$ cat config.mk
export PLATFORM = sky130hd
export DESIGN_NAME = cbo_top
export DESIGN_NICKNAME = d
export VERILOG_FILES = /design/src/cbo_pkg.sv /design/src/cbo_top.sv
export SDC_FILE = /design/constraint.sdc
export NUM_CORES = 1
export LEC_CHECK = 0
export BUFFER_PORTS_ARGS = -buffer_cell sky130_fd_sc_hd__buf_2
export CAP_MARGIN = 0
export CORE_MARGIN = 2
export CORE_UTILIZATION = 48
export DETAILED_ROUTE_END_ITERATION = 16
export GPL_TIMING_DRIVEN = 0
export SLEW_MARGIN = 40
export SYNTH_ARGS = -nofsm -noshare
export SYNTH_HDL_FRONTEND = slang
export SYNTH_SLANG_ARGS = --single-unit
$ cat constraint.sdc
create_clock -name i_clk -period 16.9 [get_ports i_clk]
set_clock_uncertainty 0.1 [all_clocks]
set_input_delay 0.845 -clock i_clk [delete_from_list [all_inputs] [get_ports i_clk]]
set_output_delay 0.845 -clock i_clk [all_outputs]
set_load 0.02 [all_outputs]
$ cat src/cbo_pkg.sv
// Package: types, field layouts and timing constants of the counter sequencer
`default_nettype none

package cbo_pkg;

  // ==========================================================================
  // Modes and carriers
  typedef enum logic [2:0] {
    MODE_FREQ,
    MODE_PERIOD,
    MODE_RATIO,
    MODE_INTERVAL,
    MODE_UNIT,
    MODE_OSC
  } cbo_mode_t;

  typedef struct packed {
    cbo_mode_t  mode;
    logic [1:0] range;
    logic       ext_en;
    logic       mhz1;
  } cbo_cfg_t;

  // Digit fields: digit k (1..8) sits at bits 4k-1 .. 4k-4
  typedef struct packed {
    logic        ovf;
    logic [3:0]  dp_pos;
    logic [31:0] digits;
  } cbo_meas_t;

  // ==========================================================================
  // Counts and positions
  localparam int         NUM_DIGITS  = 8;
  localparam int         FIFO_DEPTH  = 8;
  localparam logic [3:0] DP_NONE     = 4'h0;
  localparam logic [3:0] BCD_MAX     = 4'h9;
  localparam logic [2:0] DIG_MSD     = 3'h7;
  localparam logic [9:0] RANGE_COUNT [4] = '{10'h001, 10'h00A, 10'h064,
                                              10'h3E8};

  // ==========================================================================
  // Timing
  localparam int CLK_PERIOD_NS = 4;
  localparam int REF_DIV_10M   = 100000;
  localparam int REF_DIV_1M    = 10000;
  localparam int MUX_DIV_10M   = 2 * 10000;
  localparam int MUX_DIV_1M    = 2 * 1000;
  localparam int IDLE_10M      = 2 * 1000000;
  localparam int IDLE_1M       = 2 * 100000;
  localparam int IA_UPDATE_MS  = 200;
  localparam int BCD_LEAD_NS   = 4000;
  localparam int LAG_MIN_NS    = 2000;
  localparam int LAG_MAX_NS    = 6000;
  localparam int BCD_LEAD_CYC  = (BCD_LEAD_NS + CLK_PERIOD_NS - 1)
                                 / CLK_PERIOD_NS;
  localparam int LAG_MIN_CYC   = (LAG_MIN_NS + CLK_PERIOD_NS - 1)
                                 / CLK_PERIOD_NS;
  localparam int LAG_MAX_CYC   = LAG_MAX_NS / CLK_PERIOD_NS;

endpackage

`default_nettype wire

$ cat src/cbo_top.sv
// Counter sequencing, result FIFO and multiplexed BCD digit scan
`default_nettype none

// Overview of operation
// [RULE_01] Clear input low clears counter, aborts measurement, shows all zeros.
// [RULE_02] External gate enabled sets measurement duration in every mode; unit mode here never leaves S_ARM and ignores it.
// [RULE_03] External gate sampled on each 100Hz reference tick to start or stop.
// [RULE_04] Short arbitrary gates belong on input B in ratio mode, not here.
// [RULE_05] Measuring output is low during measurement, high between them.
// [RULE_06] Digit value shown while its drive is on; scan runs digit 8 to 1.
// [RULE_07] BCD data changes first; digit drive follows 2 to 6 us later.
// [RULE_08] Outside logic latches BCD data on the digit drive starting edge.
// [RULE_09] BCD outputs carry true digits, zeros included, never blanked.
// [RULE_10] Digits are plain 8-4-2-1 binary, weight 8 as top bit.
// [RULE_11] Decimal point placed by mode and range; none for external gate.
// [RULE_12] Any overflow lights the decimal point of digit 8.
// [RULE_13] Single interval: outside primes with A fall then B fall.
// [RULE_14] After priming on the one-cycle range, exactly one A-to-B event.
// [RULE_15] Repetitive interval signals prime the logic by themselves.
// [RULE_16] Interval mode waits 200 ms after B falls before a new cycle.
// [RULE_17] Scan rate is oscillator over 2x10^4, or 2x10^3 in 1 MHz mode.
// [RULE_18] Idle gap is 2x10^6 oscillator periods, or 2x10^5 in 1 MHz mode.
// [RULE_19] Buffered oscillator copy is driven on its own output.
// [RULE_20] 100Hz reference divides the timebase by 10^5, or 10^4 at 1 MHz.
// [RULE_21] Between measurements, store strobe pulses, then clear strobe.
// [RULE_22] Clear input is a level reset; fresh measurement after release.

// ============================================================================
// Result FIFO
module cbo_fifo #(
  parameter int W = 8,
  parameter int D = 8
) (
  input  wire logic         i_clk,
  input  wire logic         i_srst,
  input  wire logic         i_in_valid,
  input  wire logic [W-1:0] i_in_data,
  output logic              o_in_ready,
  output logic              o_out_valid,
  output logic [W-1:0]      o_out_data,
  input  wire logic         i_out_ready
);
  localparam int AW = $clog2(D);
  localparam logic [AW-1:0] LAST = (AW)'(D - 1);
  localparam logic [AW:0]   FULL = (AW + 1)'(D);

  logic [W-1:0]  mem [D];
  logic [AW-1:0] wr_reg;
  logic [AW-1:0] rd_reg;
  logic [AW:0]   cnt_reg;
  logic          push;
  logic          pop;

  assign o_in_ready  = cnt_reg != FULL;
  assign o_out_valid = cnt_reg != '0;
  assign o_out_data  = mem[rd_reg];
  assign push        = i_in_valid && o_in_ready;
  assign pop         = o_out_valid && i_out_ready;

  always_ff @(posedge i_clk) begin
    if (push) begin
      mem[wr_reg] <= i_in_data;
    end
  end

  always_ff @(posedge i_clk) begin
    if (i_srst) begin
      wr_reg  <= '0;
      rd_reg  <= '0;
      cnt_reg <= '0;
    end else begin
      if (push) begin
        wr_reg <= (wr_reg == LAST) ? '0 : wr_reg + 1'b1;
      end
      if (pop) begin
        rd_reg <= (rd_reg == LAST) ? '0 : rd_reg + 1'b1;
      end
      cnt_reg <= cnt_reg + (AW + 1)'(push) - (AW + 1)'(pop);
    end
  end
endmodule // cbo_fifo

// ============================================================================
// Top
module cbo_top #(
  parameter int P_REF_DIV_10M   = cbo_pkg::REF_DIV_10M,
  parameter int P_REF_DIV_1M    = cbo_pkg::REF_DIV_1M,
  parameter int P_MUX_DIV_10M   = cbo_pkg::MUX_DIV_10M,
  parameter int P_IDLE_10M      = cbo_pkg::IDLE_10M,
  parameter int P_IDLE_1M       = cbo_pkg::IDLE_1M,
  parameter int P_IA_UPDATE_CYC = cbo_pkg::IA_UPDATE_MS * 1000000
                                  / cbo_pkg::CLK_PERIOD_NS
) (
  input  wire logic              i_clk,
  input  wire logic              i_srst,
  input  wire logic              i_clear_n,
  input  wire logic              i_external_gate_in,
  input  wire logic              i_in_a,
  input  wire logic              i_in_b,
  input  wire logic              i_osc_in,
  input  wire cbo_pkg::cbo_cfg_t i_cfg,
  output logic [3:0]             o_bcd,
  output logic [7:0]             o_digit,
  output logic                   o_dp,
  output logic                   o_measuring_n,
  output logic                   o_store_strobe,
  output logic                   o_clear_strobe,
  output logic                   o_buf_osc
);
  localparam int MW = $bits(cbo_pkg::cbo_meas_t);
  localparam logic [15:0] LEAD = 16'(cbo_pkg::BCD_LEAD_CYC);

  typedef enum logic [2:0] {S_ARM, S_GATE, S_STORE, S_CLRP, S_GAP}
    cbo_state_t;

  function automatic logic [32:0] bcd_inc(input logic [31:0] d);
    logic [32:0] r;
    logic        c;
    r = '0;
    c = 1'b1;
    for (int i = 0; i < cbo_pkg::NUM_DIGITS; i++) begin
      if (c && d[i*4 +: 4] == cbo_pkg::BCD_MAX) begin
        r[i*4 +: 4] = 4'h0;
      end else begin
        r[i*4 +: 4] = d[i*4 +: 4] + {3'h0, c};
        c = 1'b0;
      end
    end
    r[32] = c;
    return r;
  endfunction

  function automatic logic [3:0] dp_position(input cbo_pkg::cbo_cfg_t c);
    logic [3:0] p;
    p = {2'h0, c.range} + 4'h2;
    if (c.ext_en) begin
      p = cbo_pkg::DP_NONE;
    end else if (c.mode == cbo_pkg::MODE_UNIT) begin
      p = 4'h1;
    end else if (c.mode == cbo_pkg::MODE_RATIO) begin
      p = {2'h0, c.range} + 4'h1;
    end else if (c.mhz1 && (c.mode == cbo_pkg::MODE_PERIOD ||
                            c.mode == cbo_pkg::MODE_INTERVAL)) begin
      p = p - 4'h1;
    end
    return p;
  endfunction

  // ==========================================================================
  // Pin synchronisers and edges
  logic [4:0] sync1_reg;
  logic [4:0] sync2_reg;
  logic [4:0] prev_reg;

  always_ff @(posedge i_clk) begin
    if (i_srst) begin
      sync1_reg <= '0;
      sync2_reg <= '0;
      prev_reg  <= '0;
    end else begin
      sync1_reg <= {i_osc_in, i_clear_n, i_external_gate_in, i_in_b, i_in_a};
      sync2_reg <= sync1_reg;
      prev_reg  <= sync2_reg;
    end
  end

  logic a_rise, a_fall, b_rise, b_fall, ext_lvl, clear_act, osc_tick;
  logic rst_all, is_unit;
  assign a_rise    = sync2_reg[0] && !prev_reg[0];
  assign a_fall    = !sync2_reg[0] && prev_reg[0];
  assign b_rise    = sync2_reg[1] && !prev_reg[1];
  assign b_fall    = !sync2_reg[1] && prev_reg[1];
  assign ext_lvl   = sync2_reg[2];
  assign clear_act = !sync2_reg[3];
  assign osc_tick  = sync2_reg[4] && !prev_reg[4];
  assign rst_all   = i_srst || clear_act; // RULE_01 RULE_22
  assign is_unit   = i_cfg.mode == cbo_pkg::MODE_UNIT;

  always_ff @(posedge i_clk) begin
    o_buf_osc <= i_srst ? 1'b0 : sync2_reg[4]; // RULE_19
  end

  // ==========================================================================
  // 100Hz reference
  logic [31:0] ref_cnt_reg;
  logic        ref_last;
  logic        ref_tick;
  // Compare with >= so a mode change mid-count cannot skip the limit and wrap
  assign ref_last = ref_cnt_reg >= (i_cfg.mhz1 ? 32'(P_REF_DIV_1M - 1)
                                               : 32'(P_REF_DIV_10M - 1));
  assign ref_tick = osc_tick && ref_last;

  always_ff @(posedge i_clk) begin
    if (i_srst) begin
      ref_cnt_reg <= '0;
    end else if (osc_tick) begin
      ref_cnt_reg <= ref_last ? '0 : ref_cnt_reg + 32'h1; // RULE_20
    end
  end

  // ==========================================================================
  // Gate events per mode
  cbo_state_t  state_reg;
  logic        primed_reg, prime_a_reg, ia_run_reg;
  logic        src_evt, start_evt, gate_evt, done, range_chg, cnt_clr;
  logic [1:0]  range_prev_reg;
  logic [9:0]  gcnt_reg;
  logic [31:0] gap_reg;
  logic        gap_step, gap_last;
  logic        fifo_in_ready, fifo_out_valid, fifo_pop;
  logic [MW-1:0] fifo_out;

  always_comb begin
    src_evt   = osc_tick;
    start_evt = 1'b0;
    gate_evt  = 1'b0;
    unique case (i_cfg.mode)
      cbo_pkg::MODE_FREQ, cbo_pkg::MODE_OSC: begin
        src_evt   = (i_cfg.mode == cbo_pkg::MODE_FREQ) ? a_rise : osc_tick;
        start_evt = ref_tick;
        gate_evt  = ref_tick;
      end
      cbo_pkg::MODE_PERIOD: begin
        start_evt = a_rise;
        gate_evt  = a_rise;
      end
      cbo_pkg::MODE_RATIO: begin
        src_evt   = a_rise;
        start_evt = b_rise;
        gate_evt  = b_rise;
      end
      cbo_pkg::MODE_INTERVAL: begin
        src_evt   = osc_tick && ia_run_reg;
        start_evt = a_fall && primed_reg;                  // RULE_14
        gate_evt  = b_fall && ia_run_reg;
      end
      cbo_pkg::MODE_UNIT: src_evt = a_rise;
      default: src_evt = 1'b0;
    endcase
    if (i_cfg.ext_en) begin
      start_evt = ref_tick && ext_lvl;                     // RULE_02 RULE_03
    end
  end

  assign done = i_cfg.ext_en ? (ref_tick && !ext_lvl)     // RULE_03
              : (gate_evt && gcnt_reg == cbo_pkg::RANGE_COUNT[i_cfg.range]
                 - 10'h001);
  // A range change discards the reading under way, except in unit mode
  assign range_chg = !is_unit && i_cfg.range != range_prev_reg &&
                     (state_reg == S_ARM || state_reg == S_GATE);
  assign cnt_clr   = state_reg == S_CLRP || range_chg;
  assign gap_step  = (i_cfg.mode == cbo_pkg::MODE_INTERVAL) || osc_tick;
  assign gap_last  = gap_step && gap_reg >= (
      (i_cfg.mode == cbo_pkg::MODE_INTERVAL) ? 32'(P_IA_UPDATE_CYC - 1)
      : i_cfg.mhz1 ? 32'(P_IDLE_1M - 1) : 32'(P_IDLE_10M - 1));

  // ==========================================================================
  // Interval priming
  always_ff @(posedge i_clk) begin
    if (rst_all || cnt_clr) begin
      prime_a_reg <= 1'b0;
      primed_reg  <= 1'b0;
      ia_run_reg  <= 1'b0;
    end else begin
      if (a_fall) begin
        prime_a_reg <= 1'b1;
      end
      if (b_fall && prime_a_reg) begin
        primed_reg <= 1'b1;                                // RULE_13 RULE_15
      end
      if (b_fall) begin
        ia_run_reg <= 1'b0;
      end
      if (a_fall && (state_reg == S_GATE ||
                     (state_reg == S_ARM && start_evt))) begin
        ia_run_reg <= 1'b1;
      end
    end
  end

  // ==========================================================================
  // Sequencer
  always_ff @(posedge i_clk) begin
    if (rst_all) begin
      state_reg <= S_ARM;                                  // RULE_22
      gcnt_reg  <= '0;
      gap_reg   <= '0;
    end else begin
      unique case (state_reg)
        S_ARM: begin
          gcnt_reg <= '0;
          if (!is_unit && !range_chg && start_evt) begin
            state_reg <= S_GATE;
          end
        end
        S_GATE: begin
          if (range_chg) begin
            state_reg <= S_ARM;
          end else if (done) begin
            state_reg <= S_STORE;                          // RULE_14
          end else if (gate_evt) begin
            gcnt_reg <= gcnt_reg + 10'h001;
          end
        end
        S_STORE: begin
          // Stalls here while the result FIFO is full
          if (fifo_in_ready) begin
            state_reg <= S_CLRP;                           // RULE_21
          end
        end
        S_CLRP: begin
          state_reg <= S_GAP;
          gap_reg   <= '0;
        end
        S_GAP: begin
          if (gap_last) begin
            state_reg <= S_ARM;                            // RULE_16 RULE_18
          end else if (gap_step) begin
            gap_reg <= gap_reg + 32'h1;
          end
        end
      endcase
    end
  end

  always_ff @(posedge i_clk) begin
    range_prev_reg <= i_srst ? 2'h0 : i_cfg.range;
  end

  always_ff @(posedge i_clk) begin
    if (i_srst) begin
      o_measuring_n  <= 1'b1;
      o_store_strobe <= 1'b0;
      o_clear_strobe <= 1'b0;
    end else begin
      o_measuring_n  <= !(state_reg == S_ARM || state_reg == S_GATE); // RULE_05
      o_store_strobe <= state_reg == S_STORE && fifo_in_ready;        // RULE_21
      o_clear_strobe <= state_reg == S_CLRP;                          // RULE_21
    end
  end

  // ==========================================================================
  // Main counter
  logic [31:0] cnt_reg;
  logic        ovf_reg;
  logic [32:0] cnt_inc;
  assign cnt_inc = bcd_inc(cnt_reg);                       // RULE_10

  always_ff @(posedge i_clk) begin
    if (rst_all || cnt_clr) begin
      cnt_reg <= '0;                                       // RULE_01
      ovf_reg <= 1'b0;
    end else if (src_evt && (is_unit || state_reg == S_GATE)) begin
      cnt_reg <= cnt_inc[31:0];
      if (cnt_inc[32]) begin
        ovf_reg <= 1'b1;                                   // RULE_12
      end
    end
  end

  // ==========================================================================
  // Result FIFO and display latch
  cbo_pkg::cbo_meas_t disp_reg;
  cbo_pkg::cbo_meas_t live;
  logic [2:0]  dig_reg;
  logic [31:0] slot_cnt_reg;
  logic        slot_tick, scan_start, load_reg;
  logic [15:0] lag_reg;

  assign live       = '{ovf: ovf_reg, dp_pos: dp_position(i_cfg),
                        digits: cnt_reg};
  assign scan_start = slot_tick && dig_reg == 3'h0;
  assign fifo_pop   = scan_start && !is_unit;

  cbo_fifo #(
    .W (MW),
    .D (cbo_pkg::FIFO_DEPTH)
  ) u_fifo (
    .i_clk       (i_clk),
    .i_srst      (rst_all),
    .i_in_valid  (state_reg == S_STORE),
    .i_in_data   (live),
    .o_in_ready  (fifo_in_ready),
    .o_out_valid (fifo_out_valid),
    .o_out_data  (fifo_out),
    .i_out_ready (fifo_pop)
  );

  always_ff @(posedge i_clk) begin
    if (rst_all) begin
      disp_reg <= '0;                                      // RULE_01
    end else if (scan_start) begin
      if (is_unit) begin
        disp_reg <= live;
      end else if (fifo_out_valid) begin
        disp_reg <= cbo_pkg::cbo_meas_t'(fifo_out);
      end
    end
  end

  // ==========================================================================
  // Digit scan; slot must outlast the BCD lead time
  assign slot_tick = osc_tick && slot_cnt_reg >= (i_cfg.mhz1
      ? 32'(cbo_pkg::MUX_DIV_1M / cbo_pkg::NUM_DIGITS - 1)
      : 32'(P_MUX_DIV_10M / cbo_pkg::NUM_DIGITS - 1));     // RULE_17

  always_ff @(posedge i_clk) begin
    if (i_srst) begin
      slot_cnt_reg <= '0;
      dig_reg      <= 3'h0;
      load_reg     <= 1'b0;
      lag_reg      <= LEAD;
      o_bcd        <= 4'h0;
      o_digit      <= 8'h00;
      o_dp         <= 1'b0;
    end else begin
      if (osc_tick) begin
        slot_cnt_reg <= slot_tick ? '0 : slot_cnt_reg + 32'h1;
      end
      if (slot_tick) begin
        dig_reg  <= dig_reg - 3'h1;                        // RULE_06
        load_reg <= 1'b1;
        o_digit  <= 8'h00;
        o_dp     <= 1'b0;
      end else if (load_reg) begin
        load_reg <= 1'b0;
        lag_reg  <= '0;
        o_bcd    <= disp_reg.digits[dig_reg*4 +: 4];       // RULE_09 RULE_07
      end else if (lag_reg != LEAD) begin
        lag_reg <= lag_reg + 16'h1;
        if (lag_reg == LEAD - 16'h1) begin
          o_digit <= 8'h01 << dig_reg;                     // RULE_06 RULE_07
          o_dp    <= (disp_reg.dp_pos != cbo_pkg::DP_NONE &&
                      {1'b0, dig_reg} == disp_reg.dp_pos - 4'h1) || // RULE_11
                     (dig_reg == cbo_pkg::DIG_MSD && disp_reg.ovf); // RULE_12
        end
      end
    end
  end

  // ==========================================================================
  // Checks
  logic [15:0] age_reg;
  always_ff @(posedge i_clk) begin
    if (i_srst || load_reg) begin
      age_reg <= '0;
    end else if (age_reg != 16'hFFFF) begin
      age_reg <= age_reg + 16'h1;
    end
  end

  a_clear_zeroes: assert property (@(posedge i_clk) disable iff (i_srst) // RULE_01
    clear_act |=> (disp_reg.digits == '0 && state_reg == S_ARM))
    else $error("clear did not zero display and abort");
  a_ext_stop_tick: assert property (@(posedge i_clk) disable iff (rst_all) // RULE_03
    (i_cfg.ext_en && state_reg == S_GATE) ##1 (state_reg == S_STORE)
    |-> $past(ref_tick))
    else $error("external gate stop off reference tick");
  a_meas_level: assert property (@(posedge i_clk) disable iff (i_srst) // RULE_05
    (state_reg == S_GATE) |=> !o_measuring_n)
    else $error("measuring output high during measurement");
  a_scan_order: assert property (@(posedge i_clk) disable iff (i_srst) // RULE_06
    (slot_tick && dig_reg == 3'h7) |=> dig_reg == 3'h6 ##0 load_reg)
    else $error("digit scan order wrong");
  a_bcd_lead: assert property (@(posedge i_clk) disable iff (i_srst) // RULE_07
    $rose(|o_digit) |-> (age_reg >= 16'(cbo_pkg::LAG_MIN_CYC) &&
                         age_reg <= 16'(cbo_pkg::LAG_MAX_CYC)))
    else $error("digit drive lag outside window");
  a_bcd_range: assert property (@(posedge i_clk) disable iff (i_srst) // RULE_10
    (|o_digit) |-> o_bcd <= cbo_pkg::BCD_MAX)
    else $error("BCD value above nine");
  a_ovf_point: assert property (@(posedge i_clk) disable iff (i_srst) // RULE_12
    (o_digit[7] && disp_reg.ovf) |-> o_dp)
    else $error("overflow point not lit on top digit");
  a_store_clear: assert property (@(posedge i_clk) disable iff (rst_all) // RULE_21
    o_store_strobe |=> (o_clear_strobe && o_measuring_n))
    else $error("clear strobe did not follow store strobe");
endmodule // cbo_top

`default_nettype wire

Word-level counts from Yosys, hierarchy flattened
Memories as Yosys holds them, arrays and structs flattened. A register that Yosys moved wholly into a read port is not among the register bits.
Cells that the tools add are included.
{ "totals": {"ff_bits": 246, "latchBits": 0, "mem_bits_rw": 296, "mem_bits_ro": 0, "inputBits": 14, "output_inout_bits": 17, "word_cells": 235, "n_memories": 1} }
{ "classes": {"n_addsub": 23, "mul": 0, "n_div": 0, "order_cmp": 4, "eq_ne": 35, "n_shift": 2, "n_mux": 61, "n_bitwise": 3, "reduce_logical": 76} }
{ "memory_table": {"columns": ["memory", "depth", "word_bits", "rd", "rd_clocked_by_memory_dff", "wr", "line", "text"], "rows": [
  ["u_fifo.mem", 8, 37, 1, 1, 1, "cbo_top.sv:47", "logic [W-1:0] mem [D];"]
]} }
{ "op_table": {"columns": ["cell", "n"], "rows": [
  ["$mux W32", 4],
  ["$add A32 B1 Y32 const B", 3],
  ["$mux W37", 2],
  ["$pmux W32 S2", 1],
  ["$mux W10", 5],
  ["$mux W4", 12],
  ["$logic_and A1 B1 Y1", 36],
  ["$add A4 B1 Y4", 8],
  ["$eq A4 B4 Y1 const B", 8],
  ["$ge A32 B12 Y1", 1],
  ["$ge A32 B17 Y1", 1],
  ["$ge A32 B26 Y1", 1],
  ["$mux W16", 2],
  ["$shiftx A32 B6 Y4", 1],
  ["$mux W3", 9],
  ["$mux W26", 1],
  ["$mux W21", 1],
  ["$bmux W10 S2", 1],
  ["$pmux W10 S2", 1],
  ["$eq A3 B3 Y1 const B", 6],
  ["$mux W17", 1],
  ["$add A16 B1 Y16 const B", 1],
  ["$eq A16 B10 Y1 const B", 1],
  ["$mux W1", 16],
  ["other kinds (35)", 81]
]} }

Depth between registers and ports, before layout
Gate-level depths: netlist of the first run.
{ "logic_depth": {"ltp_word": 17, "mapped_depth": 15, "ltp_nobuf": 14} }

Hierarchy
A second synthesis of the first run with hierarchy kept.
{ "unflattened": {"hier_cells": 1862, "area_unflattened_um2": 23462.5} }
{ "modules_own_cells": {"columns": ["mod", "instances", "cells_each", "area_per_inst_um2", "seq_area_each_um2"], "rows": [
  ["cbo_fifo", 1, 503, 11817.6, 9148.8],
  ["cbo_top", 1, 1359, 11644.9, 4664.5]
]} }

Worst setup path after synthesis of the first run
Ideal clock, no wire load.
{ "synth_timing": {"path_type": "register -> register", "startpoint": "reg u_fifo.cnt_reg[2]", "endpoint": "mem u_fifo.mem[0][0] (netlist bit), enable pin", "setup_time_ns": 0.519, "arrival_time_ns": 4.669, "required_time_ns": 16.281, "slack_ns": 11.611, "path_stages_with_launch": 7, "n_path_buf": 1, "synth_period_minus_slack_ns": 5.289, "path_cell_list": "dfxtp_1 -> inv_1 -> ha_1 -> and3_1 -> or3_1 -> clkbuf_1 -> nor4_1"} }
{ "synth_between": {"elab_chain_cells": 4} }
{ "synth_lines": {"columns": ["item", "line", "text"], "rows": [
  ["start: declaration", "cbo_top.sv:50", "logic [AW:0] cnt_reg;"],
  ["start signal: assignment", "cbo_top.sv:78", "cnt_reg <= cnt_reg + (AW + 1)'(push) - (AW + 1)'(pop);"],
  ["$ne A4 B4 Y1", "cbo_top.sv:54", "assign o_in_ready = cnt_reg != FULL;"],
  ["$logic_and A1 B1 Y1", "cbo_top.sv:57", "assign push = i_in_valid && o_in_ready;"],
  ["$mux W1", "cbo_top.sv:61", "if (push) begin"],
  ["$mux W1 (not written as such)", "cbo_top.sv:62", "mem[wr_reg] <= i_in_data;"],
  ["end: declaration", "cbo_top.sv:47", null]
]} }
Every way passes these cells.

Worst setup path in the final report of the first run
{ "layout_timing": {"startpoint": "in i_cfg[4] (netlist bit)", "endpoint": "reg gap_reg[9]"} }
{ "layout_between": {"elab_chain_cells": 6, "word_cells_on_any_way": 8, "cone_classes": "order compare: 1; eq/ne: 3; mux: 1; reduce/logical: 3"} }
{ "layout_lines": {"columns": ["item", "line", "text"], "rows": [
  ["start: declaration", "cbo_top.sv:101", "input wire cbo_pkg::cbo_cfg_t i_cfg,"],
  ["$eq A3 B2 Y1 *", "cbo_top.sv:252, cbo_top.sv:254", null],
  ["$mux W26", "cbo_top.sv:254", "(i_cfg.mode == cbo_pkg::MODE_INTERVAL) ? 32'(P_IA_UPDATE_CYC - 1)"],
  ["$ge A32 B26 Y1", "cbo_top.sv:253", "assign gap_last = gap_step && gap_reg >= ("],
  ["$logic_and A1 B1 Y1", "cbo_top.sv:253", null],
  ["$ne A2 B2 Y1 (no line)", null, null],
  ["$reduce_and A3 Y1 (no line) *", null, null],
  ["end signal: assignment", "cbo_top.sv:319", "gap_reg <= gap_reg + 32'h1;"],
  ["end: declaration", "cbo_top.sv:208", "logic [31:0] gap_reg;"]
]} }
Mark *: on every way between the ends. The rest lies on a longest branch, timed or not.
A chain may end at the register's enable or synchronous reset.

==> results of run 1 <==
power by group:
part | total (uW) | switching [uW] | internal, uW
Sequential | 1360 | 2.59 | 1360
Clock | 1370 | 525 | 849
Combinational | 40.2 | 28.1 | 12.1
Total | 2770 | 556 | 2220
path summary, 6_finish.rpt:
| check | slack, ps | to | depth (start not counted) | start |
|---|---|---|---|---|
| setup / recovery | 12920 | gap_reg[9]$_SDFFE_PP0P_ | 15 | i_cfg[4] |
| setup reg to reg | 13370 | u_fifo.cnt_reg[2]$_SDFF_PP0_ | 15 | slot_cnt_reg[11]$_SDFFE_PP0P_ |
| hold reg to reg | 340 | sync2_reg[2]$_SDFF_PP0_ | 1 | sync1_reg[2]$_SDFF_PP0_ |
| hold / removal | 340 | sync2_reg[2]$_SDFF_PP0_ | 1 | sync1_reg[2]$_SDFF_PP0_ |
routing by layer:
metal | up-vias | track usage [%] | part of all wire [%]
met4 | 0 | 6.15 | 2.1
met3 | 75 | 3.25 | 4.9
met2 | 329 | 37.2 | 49
met5 | - | 0 | 0
li1 | 7439 | - | -
met1 | 7720 | 28.8 | 44
cell type report:
cell class / instances / area [sq um]
fill: 4002 / 21100
timing repair buffer: 74 / 493
inverter: 39 / 146
sequential: 534 / 13600
clock buffer: 64 / 1460
multi-input combinational: 1229 / 9060
tap: 615 / 769
buffer: 101 / 410
clock inverter: 40 / 617
worst max-delay path: stages:
cell,delay [ps]
buf_2,200
nand2_1,60
or2_2,400
nand2_1,210
inv_1,160
ha_1,290
and3_1,160
a211oi_1,270
o211ai_1,150
a211oi_1,430
o21ai_1,170
clkbuf_1,280
clkbuf_1,300
a21oi_1,290
mux2i_1,200
layout by cell type, fill, tap and decap left out, types with 38 or more instances in the layout:
cell type  synthesis  final
clkbuf_16          0     56
o21ai_0           38     38
mux2i_1           55     55
nand2_1          206    206
mux4_2            80     80
a21oi_1          140    140
o211ai_1          41     41
buf_2              6     63
clkbuf_1          78     82
nor2_1           134    131
edfxtp_1         288    288
dfxtp_1          246    246
inv_1             38     38
nand3_1           64     64
ha_1              68     68
metrics by stage:
stage	area, sq um	worst slack [ps]	hold WS (ps)	total power, uW
final	26500	12920	344	2770
after global routing	26500	12540	362	2860
after CTS	26500	12980	344	2800
after detailed placement	24400	12340	330	1430
after global placement	24000	7610	322	1430
after floorplan	23100	11610	314	1410
cell families (layout without fill, tap and decap cells):
| group | Yosys count | after routing | share of synthesized area [%] |
|---|---|---|---|
| mux | 136 | 136 | 10.2 |
| fa+ha+maj | 69 | 69 | 3.77 |
| simple gates | 638 | 638 | 13.8 |
| flops | 534 | 534 | 58.7 |
| compound gates | 330 | 330 | 9.03 |
| xor+xnor | 56 | 56 | 2.12 |
| buf+inv | 140 | 318 | 2.34 |
==> results_dict.tcl, run 1 <==
set metrics [dict create \
    grt-ovfl-total 0 \
    synth.most_common_cell "edfxtp_1" \
    drc_errors 0 \
    hp-class "reg -> reg" \
    netlist_instances 1903 \
    grt_pass1_vias 15078 \
    setup_violations 0 \
    cp-end-kind "flip-flop" \
    finalWeightedCongestion 0.879 \
    worst_slew_pin_slew_ps 803 \
    place_hpwl_um 37700 \
    h-tree-depth 2 \
    syn_area_per_cell_sq_um 12.1 \
    cts_hold_buf 0 \
    clock-root-buffer "clkbuf_16" \
    antenna_left 0 \
    largest_reg_flops 288 \
    synth_area_leaders "edfxtp_1 (37%), dfxtp_1 (21%), mux4_2 (7.8%)" \
    fmax_mhz 252 \
    synth_area_sq_um 23100 \
    yosys.area.top_type "edfxtp_1" \
    final-hold-violation-count 0 \
    fin_nets 2118 \
    grt_max_degree 16 \
    vdd_drop_max_v 0.000107 \
    antenna_cells 0 \
    placementRows 80 \
    drt-vias-per-instance 5.77 \
    setup_tns_ps 0 \
    p_per_area_nw_per_um2 105 \
    wl_per_cell_um 20.0 \
    dieArea_sq_um 49900 \
    synth_nets 1986 \
    cp_max_fo 10 \
    grt_usage_pct 21.7 \
    worstSetupStartpointType "primary input" \
    antenna_found_initial 0 \
    synthDominantCellAreaShare_pct 37.4 \
    worstPathRequired_ps 17350 \
    path_class "in -> reg" \
    post_cts_buffers 0 \
    clock_latency_ps 630 \
    coreArea_sq_um 47600 \
    synthTopCellsByCount "edfxtp_1 (288), dfxtp_1 (246), nand2_1 (206), a21oi_1 (140), nor2_1 (134)" \
    synth_seq_cells 534 \
    rsz0062_at_grt "no" \
    drive_gt1_share_pct 14.6 \
    period_needed_ps 3980 \
    ys_seq_area_share_pct 58.7 \
    ys_warn_count 0 \
    synthArstFlopShare_pct 0 \
    max_cap_viol_count 0 \
    drtIter0Drc 1169 \
    worstPathArrival_ps 4430 \
    cts_num_sinks 534 \
    start_util_pct 48.5 \
    clk_pin_slew_ps 60 \
    synth.distinct_cells 74 \
    placed_cells 2592 \
    slew_headroom_pct 46.4 \
    tritoncts "yes" \
    wl_um 54000 \
    period_share_pct 23.5 \
    num_vias 15563 \
    ys_dominant_reg_cell "edfxtp_1" \
    final_core_util_pct 55.7 \
    grt_pass1_wl_um 84100 \
    io_pins 31 \
    synthToLayoutAreaGrowth_pct 14.8 \
    die_h_um 223 \
    numPortBuffers 28 \
    first_pass_iters 5 \
    stdcell_count 2696 \
    outcome "completed" \
    synth_edf_count 288 \
    cts_buffers 56 \
    clock_path_buffers 3 \
    ctsResizeCount 0 \
    die_x_um 223 \
    p_leak_uw 0.00839 \
    maxSlewViolCount 0 \
]
(Power assumes the default switching activity.)
==> run 2: changes to the inputs <==
PLACE_DENSITY = 0.66   (was unset)
clock period = 3.2 ns   (was 16.9 ns; I/O delays follow)
==> run 2 against run 1 <==
Critical path type is now reg -> reg. Die area stayed put. Core utilization is 0.51 points higher. Highest routed layer unchanged. Setup slack worse by 13000 ps. Via count is 1.7% higher. Clock power grew to 4.9 times the previous value.
==> results_dict.tcl, run 2 (synthesis gave the netlist of run 1 again) <==
set metrics [dict create \
    outcome "completed" \
    die_h_um 223 \
    grt-ovfl-total 0 \
    wl_um 54200 \
    max_cap_viol_count 0 \
    total_power_uw 14200 \
    grt_pass1_vias 15594 \
    cp_top_family "adder cells" \
    cp-startpoint "slot_cnt_reg[1]$_SDFFE_PP0P_" \
    nFillCells 3837 \
    clock_latency_ps 620 \
    antenna_found_initial 0 \
    worstSetupStartpointType "flip-flop" \
    period_share_pct 97.2 \
    crit_chain "ha_1 -> a211o_1 -> a21o_1 -> a21oi_2 -> o211ai_1 -> buf_4 -> nand4_1 -> inv_1 -> ha_1 -> inv_1 -> ha_2 -> inv_2 -> fa_2 -> nor2_1" \
    setup_tns_ps 0 \
    r2r_slack_ps 90 \
    period_needed_ps 3110 \
    drt-vias-per-instance 5.86 \
    cts_buffers 55 \
    slew_headroom_pct 43.6 \
    min_path_cells 5 \
    io_pins 31 \
    final_cell_mix "edfxtp_1 (288), dfxtp_1 (225), nand2_1 (205)" \
    antenna_left 0 \
    clock-root-buffer "clkbuf_16" \
    cp-end-kind "flip-flop" \
    pre_cts_slack_ps -678 \
    placementRows 80 \
    cp_max_fo 6 \
    first_pass_iters 5 \
    vdd_drop_max_v 0.000396 \
    hp-class "in -> reg" \
    worst-r2r-cell-count 14 \
    worstHoldStart "i_cfg[6]" \
    path_class "reg -> reg" \
    largest_reg_flops 288 \
    reg2reg_from "slot_cnt_reg[1]$_SDFFE_PP0P_" \
    clk_pin_slew_ps 60 \
    tritoncts "yes" \
    cpMaxStageDelayCell "fa_2" \
    drc_errors 0 \
    max_stage_delay_ps 520 \
    finalWeightedCongestion 0.860 \
    wl_per_cell_um 20.1 \
    drive_gt1_share_pct 16.0 \
    fmax_mhz 322 \
    p_per_area_nw_per_um2 530 \
    cts_num_sinks 534 \
    antenna_cells 0 \
    worstPathArrival_ps 3480 \
    numPortBuffers 28 \
    synthToLayoutAreaGrowth_pct 15.9 \
    place_hpwl_um 37600 \
    coreArea_sq_um 47600 \
    min_to "state_reg[0]$_SDFFE_PP0P_" \
    rsz0062_at_grt "yes" \
    grt_usage_pct 21.6 \
    dieArea_sq_um 49900 \
    maxSlewViolCount 0 \
    die_x_um 223 \
    start_util_pct 48.5 \
    stdcell_count 2702 \
    fin_ws_ps 90.9 \
    drtIter0Drc 1166 \
    final_common_cell "edfxtp_1" \
    grt_max_degree 17 \
    rr_endpoint "u_fifo.cnt_reg[1]$_SDFF_PP0_" \
    num_vias 15827 \
    h-tree-depth 2 \
    worst_slew_pin_slew_ps 840 \
    grt_pass1_wl_um 84900 \
    fin_nets 2123 \
    worstPathRequired_ps 3570 \
    final-hold-violation-count 0 \
    p_leak_uw 0.00868 \
    setup_violations 0 \
    clock_path_buffers 3 \
    placed_cells 2575 \
    crit_buf_inv 4 \
]
==> run 2: changes by cell type in the layout (fill, tap and decap cells not counted), sizes merged <==
cell | before | now
clkbuf | 145 | 147
bufinv | 15 | 8
buf | 94 | 90
clkinvlp | 7 | 4
clkinv | 17 | 23
inv | 40 | 39
dlygate4sd3 | 0 | 13
==> run 2: worst min-delay path, stage by stage <==
cell and delay [ps]:
buf_2 160, a21o_1 160, a21oi_1 60, o21ai_0 150
a211oi_1 70
==> run 2: layout make-up <==
type | count | area (sq um) | share of cell area (%)
inverter | 39 | 146 | 0.547
clock inverter | 35 | 409 | 1.53
buffer | 99 | 413 | 1.54
timing repair buffer | 82 | 718 | 2.68
multi-input combinational | 1229 | 9150 | 34.2
tap | 615 | 769 | 2.87
clock buffer | 69 | 1540 | 5.76
sequential | 534 | 13600 | 50.9
==> run 2: worst max path at each step <==
stage / cells past startpoint / end / slack (ps)
floorplan: 7 / u_fifo.mem[7][0]$_DFFE_PP_ / -110
global placement: 7 / u_fifo.mem[5][11]$_DFFE_PP_ / -1850
detailed placement: 15 / gap_reg[5]$_SDFFE_PP0P_ / -680
CTS: 15 / u_fifo.cnt_reg[2]$_SDFF_PP0_ / 8
global route: 15 / u_fifo.cnt_reg[2]$_SDFF_PP0_ / -110
finish: 14 / u_fifo.cnt_reg[1]$_SDFF_PP0_ / 90
==> run 2: timing repair <==
| item | 4_1_cts | 5_1_grt |
|---|---|---|
| endpoints found under the hold margin | 30 | 0 |
| hold buffers | 13 | 0 |
| pin swaps | 3 | 16 |
| resized for setup | 11 | 45 |
| setup endpoints to repair | 44 | 60 |
| setup buffers | 1 | 11 |
==> run 2: power breakdown <==
group          switching (uW)  internal [uW]  total, uW
combinational             155           76.1        231
sequential               13.9           7160       7180
clock                    2710           4070       6780
==> run 2: stage by stage <==
| step | hold slack, ps | util (%) | area [sq um] |
|---|---|---|---|
| after floorplan | 188 | - | 23100 |
| after global placement | 278 | 50.5 | 24000 |
| after detailed placement | 292 | 51.4 | 24500 |
| after CTS | 64.4 | 55.8 | 26600 |
| after global routing | 135 | 56.2 | 26800 |
| final | 110 | 56.2 | 26800 |
==> run 2: layer usage <==
layer,vias to the layer above,track usage [%],part of all wire (%)
li1,7448,-,-
met1,7854,28.8,43
met2,432,37.2,49
met3,93,2.87,5.4
met4,0,6.26,2.2
met5,-,0,0
==> run 3: changes to the inputs <==
CTS_BUF_LIST = sky130_fd_sc_hd__clkbuf_2 sky130_fd_sc_hd__clkbuf_4 sky130_fd_sc_hd__clkbuf_8   (was unset)
PLACE_DENSITY = 0.7   (was 0.66)
SLEW_MARGIN = unset   (was 40)
==> run 3 against run 2 <==
Non-clock buffer count is 11 lower. Total power is 4.9% lower. Setup slack better by 54 ps. Routed wire length is 1.3% lower. Core utilization is 0.32 points lower. Via count is 0.72% higher. Fmax is 1.8% higher. Hold slack better by 18 ps.
==> results_dict.tcl, run 3 (synthesis gave the netlist of run 1 again) <==
set metrics [dict create \
    outcome "completed" \
    max_cap_viol_count 0 \
    grt_pass1_wl_um 84500 \
    cts_num_sinks 534 \
    pre_cts_slack_ps -871 \
    first_pass_iters 6 \
    grt_pass1_vias 15731 \
    r2r_slack_ps 140 \
    worstHoldStart "i_srst" \
    path_class "reg -> reg" \
    antenna_left 0 \
    tritoncts "yes" \
    cp_max_fo 11 \
    final-hold-violation-count 0 \
    synthToLayoutAreaGrowth_pct 15.2 \
    maxSlewViolCount 0 \
    drtIter0Drc 1201 \
    placed_cells 2560 \
    cp-end-kind "flip-flop" \
    fin_nets 2145 \
    setup_violations 0 \
    cp-startpoint "cnt_reg[15]$_SDFFE_PP0P_" \
    worstPathRequired_ps 3690 \
    fmax_mhz 327 \
    numPortBuffers 28 \
    die_x_um 223 \
    worstPathArrival_ps 3540 \
    grt_usage_pct 21.7 \
    p_per_area_nw_per_um2 507 \
    largest_reg_flops 288 \
    antenna_found_initial 1 \
    hp-class "in -> reg" \
    placementRows 80 \
    p_leak_uw 0.00864 \
    worst_slew_pin_slew_ps 1120 \
    start_util_pct 48.5 \
    multiInputGateArea_sq_um 9140 \
    final_common_cell "edfxtp_1" \
    vdd_drop_max_v 0.000399 \
    nFillCells 3873 \
    register_area_sq_um 13600 \
    rr_endpoint "cnt_reg[30]$_SDFFE_PP0P_" \
    min_path_cells 4 \
    wl_per_cell_um 19.5 \
    drive_gt1_share_pct 17.9 \
    h-tree-depth 3 \
    grt-ovfl-total 0 \
    period_share_pct 95.5 \
    final_core_util_pct 55.9 \
    total_power_uw 13500 \
    period_needed_ps 3060 \
    clock_path_buffers 3 \
    cts_buffers 88 \
    num_vias 15941 \
    dieArea_sq_um 49900 \
    worstSetupStartpointType "flip-flop" \
    fin_ws_ps 145 \
    min_to "o_measuring_n$_SDFF_PP1_" \
    reg2reg_from "cnt_reg[15]$_SDFFE_PP0P_" \
    stdcell_count 2748 \
    drc_errors 0 \
    wl_um 53500 \
    coreArea_sq_um 47600 \
    grt_max_degree 22 \
    final_cell_mix "edfxtp_1 (288), dfxtp_1 (223), nand2_1 (205)" \
    worst-r2r-cell-count 9 \
    die_h_um 223 \
    slew_headroom_pct 24.6 \
    drt-vias-per-instance 5.80 \
    antenna_cells 0 \
    finalWeightedCongestion 0.896 \
    clock_latency_ps 680 \
    clk_pin_slew_ps 60 \
    holdWs_ps 128 \
    place_hpwl_um 36400 \
    io_pins 31 \
    clock-root-buffer "clkbuf_8" \
]
run 3: changes by cell type in the layout (fill, tap and decap cells not counted), moves of 7 or more:
| cell | change |
|---|---|
| buf_2 | -11 |
| buf_6 | -12 |
| bufinv_16 | -8 |
| clkbuf_16 | -57 |
| clkbuf_4 | +41 |
| clkbuf_8 | +97 |
| dfxtp_4 | +7 |
run 3: routing by layer:
layer,up-vias,GRT usage (%),wire length [um]
met5,-,0,11
met4,2,7.10,1300
met3,120,5.06,3940
met2,515,36.2,25900
met1,7798,27.9,22400
li1,7506,-,-
run 3: worst max path at each step:
stage                                         endpoint  depth (start not counted)
final                         cnt_reg[30]$_SDFFE_PP0P_                          9
after global routing          cnt_reg[30]$_SDFFE_PP0P_                          9
after CTS                 u_fifo.cnt_reg[2]$_SDFF_PP0_                         15
after detailed placement      gap_reg[25]$_SDFFE_PP0P_                         15
after global placement     u_fifo.mem[5][13]$_DFFE_PP_                          7
after floorplan             u_fifo.mem[7][0]$_DFFE_PP_                          7
run 3: power breakdown:
part           internal (uW)  total, uW  switching (uW)
Clock                   3420       6090            2670
Combinational           75.3        228             152
Sequential              7160       7180            14.4
run 3: final cells by class:
| class | instances | area share, % |
|---|---|---|
| Buffer | 101 | 1.57 |
| Clock buffer | 144 | 6.51 |
| Clock inverter | 17 | 0.371 |
| Inverter | 39 | 0.550 |
| Multi-Input combinational cell | 1229 | 34.4 |
| Sequential cell | 534 | 51.2 |
| Tap cell | 615 | 2.89 |
| Timing Repair Buffer | 69 | 2.52 |
run 3: what timing repair did:
action | CTS | global route
endpoints found under the hold margin | 37 | 0
setup buffers | 1 | 12
gates resized for setup | 12 | 71
hold buffers | 14 | 0
pin swaps | 1 | 12
endpoints found under the setup margin | 47 | 66
run 3: critical path, stage by stage (launching register included):
cell and delay [ps]:
dfxtp_4 410, nor4bb_1 380, nand2_2 140, or4_4 580
nor4_4 380, ha_2 270, ha_1 140, nand2_1 60
or3b_1 400, a21oi_1 120
run 3: per-stage QoR:
stage | setup TNS (ps) | area [sq um]
finish | 0 | 26600
global route | -55.3 | 26600
CTS | -13.7 | 26400
detailed placement | -30340 | 24400
global placement | -484000 | 24000
floorplan | -19160 | 23100
